$ cat src/pkg/chan_regs_pkg.sv
// Register map constants and field positions for one serial channel
package chan_regs_pkg;
    localparam logic [3:0] OFS_DATA = 4'h0;
    localparam logic [3:0] OFS_IER = 4'h1;
    localparam logic [3:0] OFS_ISR = 4'h2;
    localparam logic [3:0] OFS_LCR = 4'h3;
    localparam logic [3:0] OFS_MCR = 4'h4;
    localparam logic [3:0] OFS_LSR = 4'h5;
    localparam logic [3:0] OFS_MSR = 4'h6;
    localparam logic [3:0] OFS_SPR = 4'h7;
    localparam logic [3:0] OFS_FEAT = 4'h8;
    localparam logic [3:0] OFS_ENH = 4'h9;
    localparam logic [3:0] OFS_TXLV = 4'ha;
    localparam logic [3:0] OFS_RXLV = 4'hb;
    localparam logic [3:0] OFS_STOP1 = 4'hc;
    localparam logic [3:0] OFS_STOP2 = 4'hd;
    localparam logic [3:0] OFS_RES1 = 4'he;
    localparam logic [3:0] OFS_RES2 = 4'hf;
    localparam int DIV_ACCESS_BIT = 7;
    localparam int LOOP_BIT = 4;
    localparam int ENH_BIT = 4;
    localparam int DTR_BIT = 0;
    localparam int RTS_BIT = 1;
    localparam int OUT1_BIT = 2;
    localparam int OUT2_BIT = 3;
    // Extended bits per register, live only when enhanced enable is set
    localparam logic [7:0] IER_EXT_MASK = 8'he0;
    localparam logic [7:0] ISR_EXT_MASK = 8'h30;
    localparam logic [7:0] FCR_EXT_MASK = 8'h30;
    localparam logic [7:0] MCR_EXT_MASK = 8'he0;
    localparam logic [7:0] REG_RESET = 8'h00;
    localparam logic [7:0] LCR_RESET = 8'h03;
    localparam logic [7:0] DIV_LOW_RESET = 8'h01;
endpackage

$ cat src/pkg/modem_loop_if.sv
// Interface carrying modem and serial lines between register block and loop mux
`timescale 1ns/1ps
`default_nettype none
interface modem_loop_if;
    logic loop_en;
    logic tsr_out;
    logic rts_ctl;
    logic dtr_ctl;
    logic out1_ctl;
    logic out2_ctl;
    logic rsr_in;
    logic [3:0] modem_in;
    modport regs (output loop_en, tsr_out, rts_ctl, dtr_ctl, out1_ctl, out2_ctl, input rsr_in, modem_in);
    modport mux (input loop_en, tsr_out, rts_ctl, dtr_ctl, out1_ctl, out2_ctl, output rsr_in, modem_in);
endinterface
`default_nettype wire

$ cat src/rtl/loop_mux.sv
// Loopback steering of serial and modem lines, with pin synchronisers
`timescale 1ns/1ps
`default_nettype none
module loop_mux
    import chan_regs_pkg::*;
(
    input wire logic ref_clk,
    input wire logic rst_n,
    modem_loop_if.mux lp,
    input wire logic rx_pin,
    input wire logic cts_n_pin,
    input wire logic dsr_n_pin,
    input wire logic carrier_detect_in,
    input wire logic ring_indicator_in,
    output logic tx_pin_nxt,
    output logic rts_n_nxt,
    output logic dtr_n_nxt
);
    logic [4:0] sync1_r;
    logic [4:0] sync2_r;
    logic [4:0] sync1_nxt;
    logic [4:0] sync2_nxt;

    // Pins are asynchronous, two stages before any use; idle levels are high
    always_comb begin
        sync1_nxt = {rx_pin, cts_n_pin, dsr_n_pin, carrier_detect_in, ring_indicator_in};
        sync2_nxt = sync1_r;
    end

    always_ff @(posedge ref_clk or negedge rst_n) begin
        if (!rst_n) begin
            sync1_r <= 5'h1f;
            sync2_r <= 5'h1f;
        end else begin
            sync1_r <= sync1_nxt;
            sync2_r <= sync2_nxt;
        end
    end

    // Loopback wiring: modem order is {cd, ri, dsr, cts}, active high
    always_comb begin
        if (lp.loop_en) begin
            lp.rsr_in = lp.tsr_out;
            lp.modem_in = {lp.out2_ctl, lp.out1_ctl, lp.dtr_ctl, lp.rts_ctl};
            tx_pin_nxt = 1'b1;
            rts_n_nxt = 1'b1;
            dtr_n_nxt = 1'b1;
        end else begin
            lp.rsr_in = sync2_r[4];
            lp.modem_in = ~{sync2_r[1], sync2_r[0], sync2_r[2], sync2_r[3]};
            tx_pin_nxt = lp.tsr_out;
            rts_n_nxt = ~lp.rts_ctl;
            dtr_n_nxt = ~lp.dtr_ctl;
        end
    end
endmodule
`default_nettype wire

$ cat src/rtl/chan_regs.sv
// One serial channel register file with offset decode and loopback control
`timescale 1ns/1ps
`default_nettype none
module chan_regs
    import chan_regs_pkg::*;
(
    input wire logic ref_clk,
    input wire logic rst_n,
    input wire logic chan_sel,
    input wire logic [3:0] reg_offset,
    input wire logic reg_wr,
    input wire logic reg_rd,
    input wire logic [7:0] reg_wdata,
    output logic [7:0] reg_rdata,
    output logic tx_byte_valid,
    output logic [7:0] tx_byte,
    input wire logic tsr_serial,
    output logic rsr_serial,
    input wire logic [7:0] rx_byte,
    input wire logic [7:0] line_status,
    input wire logic [3:0] int_source,
    input wire logic [3:0] flow_flags,
    input wire logic [7:0] tx_level,
    input wire logic [7:0] rx_level,
    output logic rx_byte_taken,
    output logic loopback,
    output logic enhanced,
    output logic [7:0] divisor_low,
    output logic [7:0] divisor_high,
    output logic [7:0] divisor_fraction_mode,
    output logic [7:0] irq_enable,
    output logic [7:0] fifo_setup,
    output logic fifo_setup_pulse,
    output logic [7:0] line_format,
    output logic [7:0] modem_outputs_ctrl,
    output logic [7:0] rs485_delay_and_disable,
    output logic [7:0] feature_setup,
    output logic [7:0] tx_fifo_trigger,
    output logic [7:0] rx_fifo_trigger,
    output logic [7:0] stop_char_one,
    output logic [7:0] stop_char_two,
    output logic [7:0] resume_char_one,
    output logic [7:0] resume_char_two,
    input wire logic rx_pin,
    input wire logic cts_n_pin,
    input wire logic dsr_n_pin,
    input wire logic carrier_detect_in,
    input wire logic ring_indicator_in,
    output logic tx_pin,
    output logic rts_n_pin,
    output logic dtr_n_pin
);
    // Storage registers
    logic [7:0] dll_r, dll_nxt;
    logic [7:0] dlm_r, dlm_nxt;
    logic [7:0] dld_r, dld_nxt;
    logic [7:0] ier_r, ier_nxt;
    logic [7:0] fcr_r, fcr_nxt;
    logic [7:0] lcr_r, lcr_nxt;
    logic [7:0] mcr_r, mcr_nxt;
    logic [7:0] dly_r, dly_nxt;
    logic [7:0] spr_r, spr_nxt;
    logic [7:0] feature_setup_r, feature_setup_nxt;
    logic [7:0] efr_r, efr_nxt;
    logic [7:0] tx_fifo_trigger_r, tx_fifo_trigger_nxt;
    logic [7:0] rx_fifo_trigger_r, rx_fifo_trigger_nxt;
    logic [7:0] stop1_r, stop1_nxt;
    logic [7:0] stop2_r, stop2_nxt;
    logic [7:0] res1_r, res1_nxt;
    logic [7:0] res2_r, res2_nxt;
    logic [7:0] thr_r, thr_nxt;
    logic thr_vld_r, thr_vld_nxt;
    logic fcr_pls_r, fcr_pls_nxt;
    logic [7:0] rdata_r, rdata_nxt;
    logic rx_take_r, rx_take_nxt;
    // Modem state and delta tracking
    logic [3:0] modem_prev_r, modem_prev_nxt;
    logic [3:0] modem_delta_r, modem_delta_nxt;
    // Pin and serial outputs
    logic tx_pin_r, rts_n_r, dtr_n_r, rsr_r;
    logic tx_pin_nxt;
    logic rts_n_nxt;
    logic dtr_n_nxt;
    logic wr;
    logic rd;
    logic dlab;
    logic enh;
    logic loop_on;
    logic [7:0] msr_value, isr_value;

    modem_loop_if lp ();

    loop_mux u_loop_mux (
        .ref_clk(ref_clk),
        .rst_n(rst_n),
        .lp(lp),
        .rx_pin(rx_pin),
        .cts_n_pin(cts_n_pin),
        .dsr_n_pin(dsr_n_pin),
        .carrier_detect_in(carrier_detect_in),
        .ring_indicator_in(ring_indicator_in),
        .tx_pin_nxt(tx_pin_nxt),
        .rts_n_nxt(rts_n_nxt),
        .dtr_n_nxt(dtr_n_nxt)
    );

    // Decode qualifiers; the channel select gates all access to this copy
    always_comb begin
        wr = chan_sel & reg_wr;
        rd = chan_sel & reg_rd;
        dlab = lcr_r[DIV_ACCESS_BIT];
        enh = efr_r[ENH_BIT];
        loop_on = mcr_r[LOOP_BIT];
    end

    // Interface wiring to the loop mux; rts and dtr control bits are live in both modes, out1 and out2 only in loopback
    always_comb begin
        lp.loop_en = loop_on;
        lp.tsr_out = tsr_serial;
        lp.rts_ctl = mcr_r[RTS_BIT];
        lp.dtr_ctl = mcr_r[DTR_BIT];
        lp.out1_ctl = mcr_r[OUT1_BIT];
        lp.out2_ctl = mcr_r[OUT2_BIT];
    end

    // Composite read values; extended bits masked while enhanced is off
    always_comb begin
        msr_value = {lp.modem_in, modem_delta_r};
        isr_value = {fcr_r[0], fcr_r[0], 2'b00, int_source} & ~(enh ? 8'h00 : ISR_EXT_MASK);
    end

    // Register write decode
    always_comb begin
        dll_nxt = dll_r;
        dlm_nxt = dlm_r;
        dld_nxt = dld_r;
        ier_nxt = ier_r;
        fcr_nxt = fcr_r;
        lcr_nxt = lcr_r;
        mcr_nxt = mcr_r;
        dly_nxt = dly_r;
        spr_nxt = spr_r;
        feature_setup_nxt = feature_setup_r;
        efr_nxt = efr_r;
        tx_fifo_trigger_nxt = tx_fifo_trigger_r;
        rx_fifo_trigger_nxt = rx_fifo_trigger_r;
        stop1_nxt = stop1_r;
        stop2_nxt = stop2_r;
        res1_nxt = res1_r;
        res2_nxt = res2_r;
        thr_nxt = thr_r;
        thr_vld_nxt = 1'b0;
        fcr_pls_nxt = 1'b0;
        if (wr) begin
            unique case (reg_offset)
                OFS_DATA: begin
                    if (dlab) begin
                        dll_nxt = reg_wdata;
                    end else begin
                        thr_nxt = reg_wdata;
                        thr_vld_nxt = 1'b1;
                    end
                end
                OFS_IER: begin
                    if (dlab) begin
                        dlm_nxt = reg_wdata;
                    end else begin
                        // Extended enable bits keep old value unless enhanced
                        ier_nxt = enh ? reg_wdata : ((reg_wdata & ~IER_EXT_MASK) | (ier_r & IER_EXT_MASK));
                    end
                end
                OFS_ISR: begin
                    if (dlab) begin
                        dld_nxt = reg_wdata;
                    end else begin
                        fcr_nxt = enh ? reg_wdata : ((reg_wdata & ~FCR_EXT_MASK) | (fcr_r & FCR_EXT_MASK));
                        fcr_pls_nxt = 1'b1;
                    end
                end
                OFS_LCR: lcr_nxt = reg_wdata;
                OFS_MCR: begin
                    mcr_nxt = enh ? reg_wdata : ((reg_wdata & ~MCR_EXT_MASK) | (mcr_r & MCR_EXT_MASK));
                end
                OFS_LSR: begin
                    // Line status is read-only; writes are dropped
                end
                OFS_MSR: begin
                    if (enh) begin
                        dly_nxt = reg_wdata;
                    end
                end
                OFS_SPR: spr_nxt = reg_wdata;
                OFS_FEAT: feature_setup_nxt = reg_wdata;
                OFS_ENH: efr_nxt = reg_wdata;
                OFS_TXLV: tx_fifo_trigger_nxt = reg_wdata;
                OFS_RXLV: rx_fifo_trigger_nxt = reg_wdata;
                OFS_STOP1: stop1_nxt = reg_wdata;
                OFS_STOP2: stop2_nxt = reg_wdata;
                OFS_RES1: res1_nxt = reg_wdata;
                OFS_RES2: res2_nxt = reg_wdata;
            endcase
        end
    end

    // Read decode; registered so read data comes from a flop
    always_comb begin
        rdata_nxt = REG_RESET;
        rx_take_nxt = 1'b0;
        if (rd) begin
            unique case (reg_offset)
                OFS_DATA: begin
                    if (dlab) begin
                        rdata_nxt = dll_r;
                    end else begin
                        rdata_nxt = rx_byte;
                        rx_take_nxt = 1'b1;
                    end
                end
                OFS_IER: rdata_nxt = dlab ? dlm_r : (ier_r & ~(enh ? 8'h00 : IER_EXT_MASK));
                OFS_ISR: rdata_nxt = dlab ? dld_r : isr_value;
                OFS_LCR: rdata_nxt = lcr_r;
                OFS_MCR: rdata_nxt = mcr_r & ~(enh ? 8'h00 : MCR_EXT_MASK);
                OFS_LSR: rdata_nxt = line_status;
                OFS_MSR: rdata_nxt = msr_value;
                OFS_SPR: rdata_nxt = spr_r;
                OFS_FEAT: rdata_nxt = feature_setup_r;
                OFS_ENH: rdata_nxt = efr_r;
                OFS_TXLV: rdata_nxt = tx_level;
                OFS_RXLV: rdata_nxt = rx_level;
                OFS_STOP1: rdata_nxt = {4'h0, flow_flags};
                OFS_STOP2: rdata_nxt = REG_RESET;
                OFS_RES1: rdata_nxt = REG_RESET;
                OFS_RES2: rdata_nxt = REG_RESET;
            endcase
        end
    end

    // Modem deltas: a new change wins over the clear caused by a status read
    always_comb begin
        modem_prev_nxt = lp.modem_in;
        modem_delta_nxt = modem_delta_r;
        if (rd && reg_offset == OFS_MSR) begin
            modem_delta_nxt = 4'h0;
        end
        modem_delta_nxt = modem_delta_nxt | (modem_prev_r ^ lp.modem_in);
    end

    // Register bank; reset loads constants only
    always_ff @(posedge ref_clk or negedge rst_n) begin
        if (!rst_n) begin
            dll_r <= DIV_LOW_RESET;
            dlm_r <= REG_RESET;
            dld_r <= REG_RESET;
            ier_r <= REG_RESET;
            fcr_r <= REG_RESET;
            lcr_r <= LCR_RESET;
            mcr_r <= REG_RESET;
            dly_r <= REG_RESET;
            spr_r <= REG_RESET;
            feature_setup_r <= REG_RESET;
            efr_r <= REG_RESET;
            tx_fifo_trigger_r <= REG_RESET;
            rx_fifo_trigger_r <= REG_RESET;
            stop1_r <= REG_RESET;
            stop2_r <= REG_RESET;
            res1_r <= REG_RESET;
            res2_r <= REG_RESET;
            thr_r <= REG_RESET;
            thr_vld_r <= 1'b0;
            fcr_pls_r <= 1'b0;
            rdata_r <= REG_RESET;
            rx_take_r <= 1'b0;
            modem_prev_r <= 4'h0;
            modem_delta_r <= 4'h0;
            tx_pin_r <= 1'b1;
            rts_n_r <= 1'b1;
            dtr_n_r <= 1'b1;
            rsr_r <= 1'b1;
        end else begin
            dll_r <= dll_nxt;
            dlm_r <= dlm_nxt;
            dld_r <= dld_nxt;
            ier_r <= ier_nxt;
            fcr_r <= fcr_nxt;
            lcr_r <= lcr_nxt;
            mcr_r <= mcr_nxt;
            dly_r <= dly_nxt;
            spr_r <= spr_nxt;
            feature_setup_r <= feature_setup_nxt;
            efr_r <= efr_nxt;
            tx_fifo_trigger_r <= tx_fifo_trigger_nxt;
            rx_fifo_trigger_r <= rx_fifo_trigger_nxt;
            stop1_r <= stop1_nxt;
            stop2_r <= stop2_nxt;
            res1_r <= res1_nxt;
            res2_r <= res2_nxt;
            thr_r <= thr_nxt;
            thr_vld_r <= thr_vld_nxt;
            fcr_pls_r <= fcr_pls_nxt;
            rdata_r <= rdata_nxt;
            rx_take_r <= rx_take_nxt;
            modem_prev_r <= modem_prev_nxt;
            modem_delta_r <= modem_delta_nxt;
            tx_pin_r <= tx_pin_nxt;
            rts_n_r <= rts_n_nxt;
            dtr_n_r <= dtr_n_nxt;
            rsr_r <= lp.rsr_in;
        end
    end

    // Outputs straight from flops; flow flags are cleared by the core itself
    always_comb begin
        reg_rdata = rdata_r;
        tx_byte_valid = thr_vld_r;
        tx_byte = thr_r;
        rsr_serial = rsr_r;
        rx_byte_taken = rx_take_r;
        loopback = mcr_r[LOOP_BIT];
        enhanced = efr_r[ENH_BIT];
        divisor_low = dll_r;
        divisor_high = dlm_r;
        divisor_fraction_mode = dld_r;
        irq_enable = ier_r;
        fifo_setup = fcr_r;
        fifo_setup_pulse = fcr_pls_r;
        line_format = lcr_r;
        modem_outputs_ctrl = mcr_r;
        rs485_delay_and_disable = dly_r;
        feature_setup = feature_setup_r;
        tx_fifo_trigger = tx_fifo_trigger_r;
        rx_fifo_trigger = rx_fifo_trigger_r;
        stop_char_one = stop1_r;
        stop_char_two = stop2_r;
        resume_char_one = res1_r;
        resume_char_two = res2_r;
        tx_pin = tx_pin_r;
        rts_n_pin = rts_n_r;
        dtr_n_pin = dtr_n_r;
    end
endmodule
`default_nettype wire

$ cat config.mk
export PLATFORM = sky130hd
export DESIGN_NAME = chan_regs
export DESIGN_NICKNAME = d
export VERILOG_FILES = /design/src/pkg/chan_regs_pkg.sv /design/src/pkg/modem_loop_if.sv /design/src/rtl/loop_mux.sv /design/src/rtl/chan_regs.sv
export SDC_FILE = /design/constraint.sdc
export NUM_CORES = 1
export LEC_CHECK = 0
export ABC_AREA = 1
export BUFFER_PORTS_ARGS = -buffer_cell sky130_fd_sc_hd__buf_2
export CAP_MARGIN = 15
export CORE_MARGIN = 8
export CORE_UTILIZATION = 53
export DETAILED_ROUTE_END_ITERATION = 10
export PLACE_DENSITY = 0.82
export RECOVER_POWER = 50
export SLEW_MARGIN = 10
export SYNTH_ARGS = -nofsm -noshare
export SYNTH_HDL_FRONTEND = slang
export SYNTH_SLANG_ARGS = --single-unit
$ cat constraint.sdc
create_clock -name ref_clk -period 1.6 [get_ports ref_clk]
set_input_delay 0.32 -clock ref_clk [delete_from_list [all_inputs] [get_ports ref_clk]]
set_output_delay 0.32 -clock ref_clk [all_outputs]
set_load 0.05 [all_outputs]
# Yosys cells after proc, flatten, opt, wreduce, memory -nomap -nowiden
# Index checks and enable logic that the tools add are counted.
[classes] eq_ne=15 muxes=22 bitwise=16 reduce_logical=21
[ops] operator="case mux 8 bit (14 select lines)" count=1
[ops] operator="2-to-1 mux 8 bit" count=8
[ops] operator="== test 4 bit, second input constant" count=8
[ops] operator="bitwise AND 8 bit" count=3
[ops] operator="AND reduction 2 bit" count=11
[ops] operator="AND reduction 3 bit" count=7
[ops] operator="== test 4 x 3 -> 1 bit, second input constant" count=4
[ops] operator="OR 5 x 8 -> 8 bit" count=2
[ops] operator="2-to-1 mux 1 bit" count=10
[ops] operator="== test 4 x 2 -> 1 bit, second input constant" count=2
[ops] operator="2-to-1 mux 4 bit" count=2
[ops] operator="NOT 6 -> 8 bit" count=1
[ops] operator="NOT 8 bit" count=1
[ops] operator="OR 8 x 6 -> 8 bit" count=1
[ops] operator="2-to-1 mux 6 bit" count=1
[ops] operator="== test 4 x 1 -> 1 bit, second input constant" count=1
[ops] operator="zero test 4 bit" count=1
[ops] operator="NOT 4 bit" count=1
[ops] operator="OR 4 bit" count=1
[ops] operator="bitwise XOR 4 bit" count=1
[ops] operator="NOT 1 bit" count=3
[ops] operator="OR reduction 3 bit" count=1
[ops] operator="bitwise AND 1 bit" count=2
[ops] operator="logical AND 1 bit" count=1
[word_totals] register_bits=177 out_inout_bits=145

# Longest topological paths before layout
# Gate-level depths: netlist of run 1.
[logic_depth] word_depth=6 mapped_depth=11 mapped_depth_nobuf=9

# Cells and area by module
# A second synthesis of run 1 with hierarchy kept.
[unflattened] hier_cells=881 area_unflattened_um2=7649.8
[modules_own_cells] mod="chan_regs" instances=1 cells_per_inst=855 area_each_um2=7305.8
[modules_own_cells] mod="loop_mux" instances=1 cells_per_inst=26 area_each_um2=344.1

# Worst setup path before layout of run 1
# No wires, ideal clock.
[synth_path] kind="register to register" start="reg lcr_r[7] (netlist: line_format[7])" end="reg dld_r[7] (netlist: divisor_fraction_mode[7])" setup_ps=135 arrival_ps=1626 required_ps=1465 slack_ps=-162 stages_incl_launch_ff=8 path_buffers=2 synth_period_minus_slack_ps=1762 path_cell_list="dfrtp_1 > buf_2 > inv_1 > nor2_1 > nand2_2 > buf_2 > nand2_1 > o21ai_0"
[synth_via] elab_chain_cells=1
[synth_rtl] item="start, declared" line="chan_regs.sv:59" source="logic [7:0] lcr_r, lcr_nxt;"
[synth_rtl] item="start signal, assigned" line="chan_regs.sv:285" source="lcr_r <= lcr_nxt;"
[synth_rtl] item="AND reduction 3 bit (no source line)"
[synth_rtl] item="end signal, assigned" line="chan_regs.sv:282" source="dld_r <= dld_nxt;"
[synth_rtl] item="end, declared" line="chan_regs.sv:56" source="logic [7:0] dld_r, dld_nxt;"
# No other way between the ends.
# A chain may end at the register's enable or synchronous reset.

# Worst setup path in the final report of run 1
[layout_path] start="reg lcr_r[7] (netlist: line_format[7])" end="out line_format[7]"
[layout_rtl] item="end, declared" line="chan_regs.sv:34" source="output logic [7:0] line_format,"
# No word-level cell between the ends.

==> out/results.ini, run 1 <==
[run_status]
status=finished clean

[power]
switchingPower_mw=5.29
ir_worst_vdd_uv=856
p_seq_share_pct=40.9
cellPowerDensity_nw_per_um2=1400
finalPower_mw=13.7
combPwrFrac_pct=29.5
leakagePower_nw=5.28
pwr-share-clk_pct=29.6
switching_share_pct=38.7
p_int_mw=8.38

[cts]
numCtsBuffers=17
cts_buffer_depth=2
h-tree-depth=4
cts.clk_slew.worst_paths_ps=70
cts_tree=yes
numClockSinks=177
clockRootBuffer=clkbuf_16
clkLatencyLatePin_ps=430

[critical_path]
r2r_cells=10
cp-end-kind=output pin
endpoint=line_format[7]
slowest_delay_ps=410
cp_cell_sequence=buf_8 -> buf_6
crit_fanout=28
cpMaxStageDelayCell=dfrtp_2
path_class=flip-flop to output pin
critical_path.startpoint_type=flip-flop
arrival_ps=1260
r2r-start=line_format[7]
rrSetupSlack_ps=30
required_ps=1280
r2r-end=reg_rdata[1]
crit_path_start=line_format[7]

[cells_and_area]
regArea_um2=4450
multi_input_area_um2=2860
num_antenna_cells=0
area.growth.synth_to_final_pct=26.5
final_nets=1179
drive_gt1_share_pct=31.6
design_area_um2=9740
fillers=1186
final_util_pct=67.8

[synthesis]
ys_seq_area_share_pct=57.8
synth_top_area_share_pct=52.0
syn_nets=948
synth_seq_cells=177
avgSynthCellArea_um2=8.70
synthCells=885
synth_top_area_cell=dfrtp_1
ys_types=27
ys_async_sr_fraction_pct=100
syn_area_um2=7700
synthTopCellsByArea=dfrtp_1, nand2_1, o21ai_0
synth-warning-count=0
synth_edf_count=0
synth_ff_type=dfrtp_1

[grt]
grt_pass1_wl_um=38000
grt_pass1_vias=6831
antenna_found_initial=0
globalRouteOverflowTotal=0
grt_max_degree=57
track_usage_pct=26.9

[sta]
slew_headroom_pct=40.9
fin_crit_sh_pct=98.7
clock_skew_ps=7.34
period_needed_ps=1580
rsz0062_at_grt=true
worst_slack_ps=20.9
max_freq_mhz=633
tightestPinTransition_ps=887
hold_violations=0
setup_violations=0
slew_viol_final=0

[drt]
ant_nets=0
drt-total-wl_um=24600
drc=0
drtIter0Drc=669
vias_per_cell=5.39
wl_per_cell_um=18.8
dr.pass1.iters=5
vias=7071

[worst_hold_path]
min_path_cells=3
hold_path.class=input pin to flip-flop

[place]
gp_congestion=0.930
placed_area_um2=9020
port_buffers=207
hpwl_um=17600
post-place-ws_ps=-53.5

[die]
start_util_pct=53.6
die_h_um=137
die_area_um2=18600
die_w_um=137
io_pins=208
coreArea_um2=14400
num_rows=44

[run]
max_cap_viol_count=0

## metrics by stage
step	setup TNS [ps]	std cells	hold WS (ps)
floorplan	0	885	24.4
global placement	0	1267	229
detailed placement	-409	1267	230
CTS	-174	1305	85.9
global route	-800	1313	95.9
finish	0	1313	100
## worst min-delay path by stage
stage	from	endpoint
final	tsr_serial	rsr_serial
after global routing	tsr_serial	tx_pin
after CTS	tsr_serial	rsr_serial
after detailed placement	rst_n	fifo_setup[2]
after global placement	rst_n	fifo_setup[6]
after floorplan	rst_n	divisor_fraction_mode[0]
## what timing repair did
| action | in CTS | in global routing |
|---|---|---|
| setup endpoints to repair | 5 | 10 |
| gates resized for setup | 4 | 10 |
| setup buffers | 0 | 8 |
| hold buffers | 6 | 0 |
| hold endpoints to repair | 35 | 0 |
## placed cells by master, fill, tap and decap left out, types with 2 or more instances in the layout
cell,n
nand2_1,330
buf_12,3
o21bai_1,4
clkbuf_4,2
inv_6,2
a21oi_1,3
nor3_1,3
o21ai_1,53
clkbuf_8,3
dfrtp_1,157
o21ai_0,102
nand3_2,3
nor2_4,12
nor3b_1,2
nand2_2,18
dlygate4sd3_1,6
dfstp_2,17
nand2_4,5
buf_2,202
clkinv_2,2
inv_1,29
nand3_1,34
clkbuf_16,17
buf_4,38
nor2_1,40
dfrtp_2,3
xor2_1,4
nor2_2,8
inv_2,10
clkinvlp_4,4
## power by group through the flow
stage | Sequential [mW] | Combinational [mW] | Clock [mW]
2_1_floorplan | 7.35 | 1.03 | 0
3_3_place_gp | 5.64 | 3.87 | 0
3_5_place_dp | 5.66 | 3.91 | 0
4_1_cts | 5.59 | 3.95 | 4.08
5_1_grt | 5.66 | 4.28 | 4.27
6_report | 5.59 | 4.03 | 4.05
## cells in the mapped netlist (2+ instances only)
cell      number
nor3b_1        2
buf_4          6
nor3_1         3
dfstp_2       17
dfrtp_1      160
o21ai_0      103
nand3_2        3
nand3_1       34
a21oi_1        4
nand2_1      330
nand2_2       18
nor2_4        12
nand2_4        5
inv_2         10
o21bai_1       4
buf_2         22
clkbuf_1       9
o21ai_1       52
nor2_2         6
nor2_1        42
inv_1         30
xor2_1         4
buf_6          5
## kinds of logic after synthesis
logic type	synth area share, %
flip-flops	57.8
buffers and inverters	5.13
AND/OR/NAND/NOR	25.7
AO/OA/AOI/OAI	10.9
XOR/XNOR	0.455
## worst max-delay path: cells and delay by family (launching register included)
family	cells	cell delay, ps
buf+inv	2	400
flops	1	410
## layer usage
layer	GRT usage, %	routed length (um)	vias up
met4	8.85	467	0
li1	-	-	3294
met5	0	0	-
met1	36.5	10000	3381
met3	7.12	2450	41
met2	41.3	11700	355
## layout make-up
class | count | share of cell area, %
Sequential cell | 177 | 45.7
Timing Repair Buffer | 254 | 15.0
Tap cell | 184 | 2.36
Inverter | 40 | 1.58
Multi-Input combinational cell | 626 | 29.4
Clock buffer | 21 | 4.83
Clock inverter | 11 | 1.07
Power figures use the tool's default switching activity.
==> run 2, diff against run 1 <==
--- a/config.mk
+++ b/config.mk
@@ -10,6 +10,7 @@
 export CAP_MARGIN = 15
 export CORE_MARGIN = 8
 export CORE_UTILIZATION = 53
+export CTS_BUF_LIST = sky130_fd_sc_hd__clkbuf_16
 export DETAILED_ROUTE_END_ITERATION = 10
 export PLACE_DENSITY = 0.82
 export RECOVER_POWER = 50
==> out/results.ini, run 2 (synthesis gave the netlist of run 1 again) <==
[sta]
period_needed_ps=1600
setup_violations=1
tightestPinTransition_ps=878
slew_headroom_pct=41.5
slew_viol_final=0
clock_skew_ps=5.54
whs_ps=97.2
fin_crit_sh_pct=100
rsz0062_at_grt=true
hold_violations=0
max_freq_mhz=624
worst_slack_ps=-3.42

[die]
coreArea_um2=14400
die_h_um=137
die_w_um=137
die_area_um2=18600
io_pins=208
start_util_pct=53.6
num_rows=44

[power]
finalPower_mw=13.5
leakagePower_nw=5.27
switching_share_pct=39.1
p_int_mw=8.24
cellPowerDensity_nw_per_um2=1390
switchingPower_mw=5.28
ir_worst_vdd_uv=1130
pwr-share-clk_pct=28.8
combPwrFrac_pct=29.9
p_seq_share_pct=41.3

[cts]
cts.clk_slew.worst_paths_ps=70
cts_tree=yes
clockRootBuffer=clkbuf_16
clkLatencyLatePin_ps=430
h-tree-depth=4
cts_buffer_depth=2
numClockSinks=177
numCtsBuffers=17

[critical_path]
crit_fanout=28
r2r-end=divisor_fraction_mode[6]
arrival_ps=1280
path_class=flip-flop to output pin
required_ps=1280
r2r_cells=6
critical_path.startpoint_type=flip-flop
r2r-start=line_format[7]
cp-end-kind=output pin
rrSetupSlack_ps=-3

[drt]
dr.pass1.iters=5
drtIter0Drc=752
vias=7082
wl_per_cell_um=18.6
drc=0
drt-total-wl_um=24500
ant_nets=0
vias_per_cell=5.38

[cells_and_area]
area.growth.synth_to_final_pct=26.2
num_antenna_cells=0
final_util_pct=67.6
layout_common_cells=nand2_1, buf_2, dfrtp_1
final_common_cell=nand2_1
drive_gt1_share_pct=31.4
final_nets=1182
final_cell_count_no_fill=1316

[grt]
globalRouteOverflowTotal=0
grt_max_degree=57
antenna_found_initial=0
grt_pass1_vias=6822
track_usage_pct=26.8
grt_pass1_wl_um=37900

[place]
dp.cells=1267
port_buffers=207
hpwl_um=17600
gp_congestion=0.930

[run]
max_cap_viol_count=0

[worst_hold_path]
hold_path.class=input pin to flip-flop
min_path_cells=3
min_to=rsr_serial
hp-start=tsr_serial

[run_status]
violations=setup timing
status=finished, violations left

-- run 2: changes by cell type in the layout (fill, tap and decap cells not counted) --
cell / delta
buf_4: +2
nor2_1: +1
clkinvlp_2: +1
buf_8: +1
clkbuf_8: -3
nand2_1: +1
inv_1: +1
clkinv_1: +3
clkbuf_1: -1
nor2_2: -1
buf_12: -1
nand2_2: -1
-- run 2: final cells by class --
| type | instances | area [um^2] |
|---|---|---|
| timing repair buffer | 256 | 1470 |
| tap | 184 | 230 |
| sequential | 177 | 4450 |
| multi-input combinational | 626 | 2860 |
| clock inverter | 15 | 119 |
| clock buffer | 17 | 425 |
| fill | 1199 | 4650 |
| timing repair inverter | 1 | 5.00 |
| inverter | 40 | 154 |
-- run 2: repair_timing --
action	in CTS	in global routing
endpoints found under the setup margin	5	10
gates cloned	0	1
hold endpoints to repair	35	0
setup buffers	0	10
gates resized for setup	4	8
hold buffers	6	0
pin swaps	0	0
-- run 2: power by group through the flow --
stage	Sequential, mW	Clock (mW)	Combinational (mW)
after global placement	5.64	0	3.87
final	5.59	3.89	4.04
after CTS	5.59	3.93	3.95
after detailed placement	5.66	0	3.91
after global routing	5.66	4.12	4.28
after floorplan	7.35	0	1.03
-- run 2: per-stage QoR --
step | instance area, um^2 | TNS (ps) | setup slack (ps)
finish | 9720 | -3.42 | -3.42
global route | 9720 | -638 | -57.9
CTS | 9630 | -174 | -102
detailed placement | 9020 | -409 | -53.5
global placement | 9020 | 0 | 13.8
floorplan | 7700 | 0 | 7.59
-- run 2: how the worst max path moves through the flow --
stage | from | endpoint | slack, ps | depth (start not counted)
detailed placement | reg_offset[3] | efr_r[0] | -50 | 6
finish | line_format[7] | line_format[7] | -3 | 2
CTS | line_format[7] | reg_rdata[1] | -100 | 7
floorplan | modem_outputs_ctrl[4] | reg_rdata[4] | 8 | 8
global placement | reg_offset[3] | efr_r[0] | 10 | 6
global route | line_format[7] | reg_rdata[2] | -60 | 10
-- run 2: metal layers --
layer / routed length, um / up-vias / GRT usage [%]
met4: 505 / 0 / 8.72
met5: 0 / - / 0
li1: - / 3309 / -
met3: 2440 / 44 / 7.27
met2: 11500 / 348 / 41.2
met1: 10100 / 3381 / 36.3
-- run 2: worst max-delay path: stages (launching register included) --
cell,delay [ps]
dfrtp_2,430
buf_8,230
buf_6,190
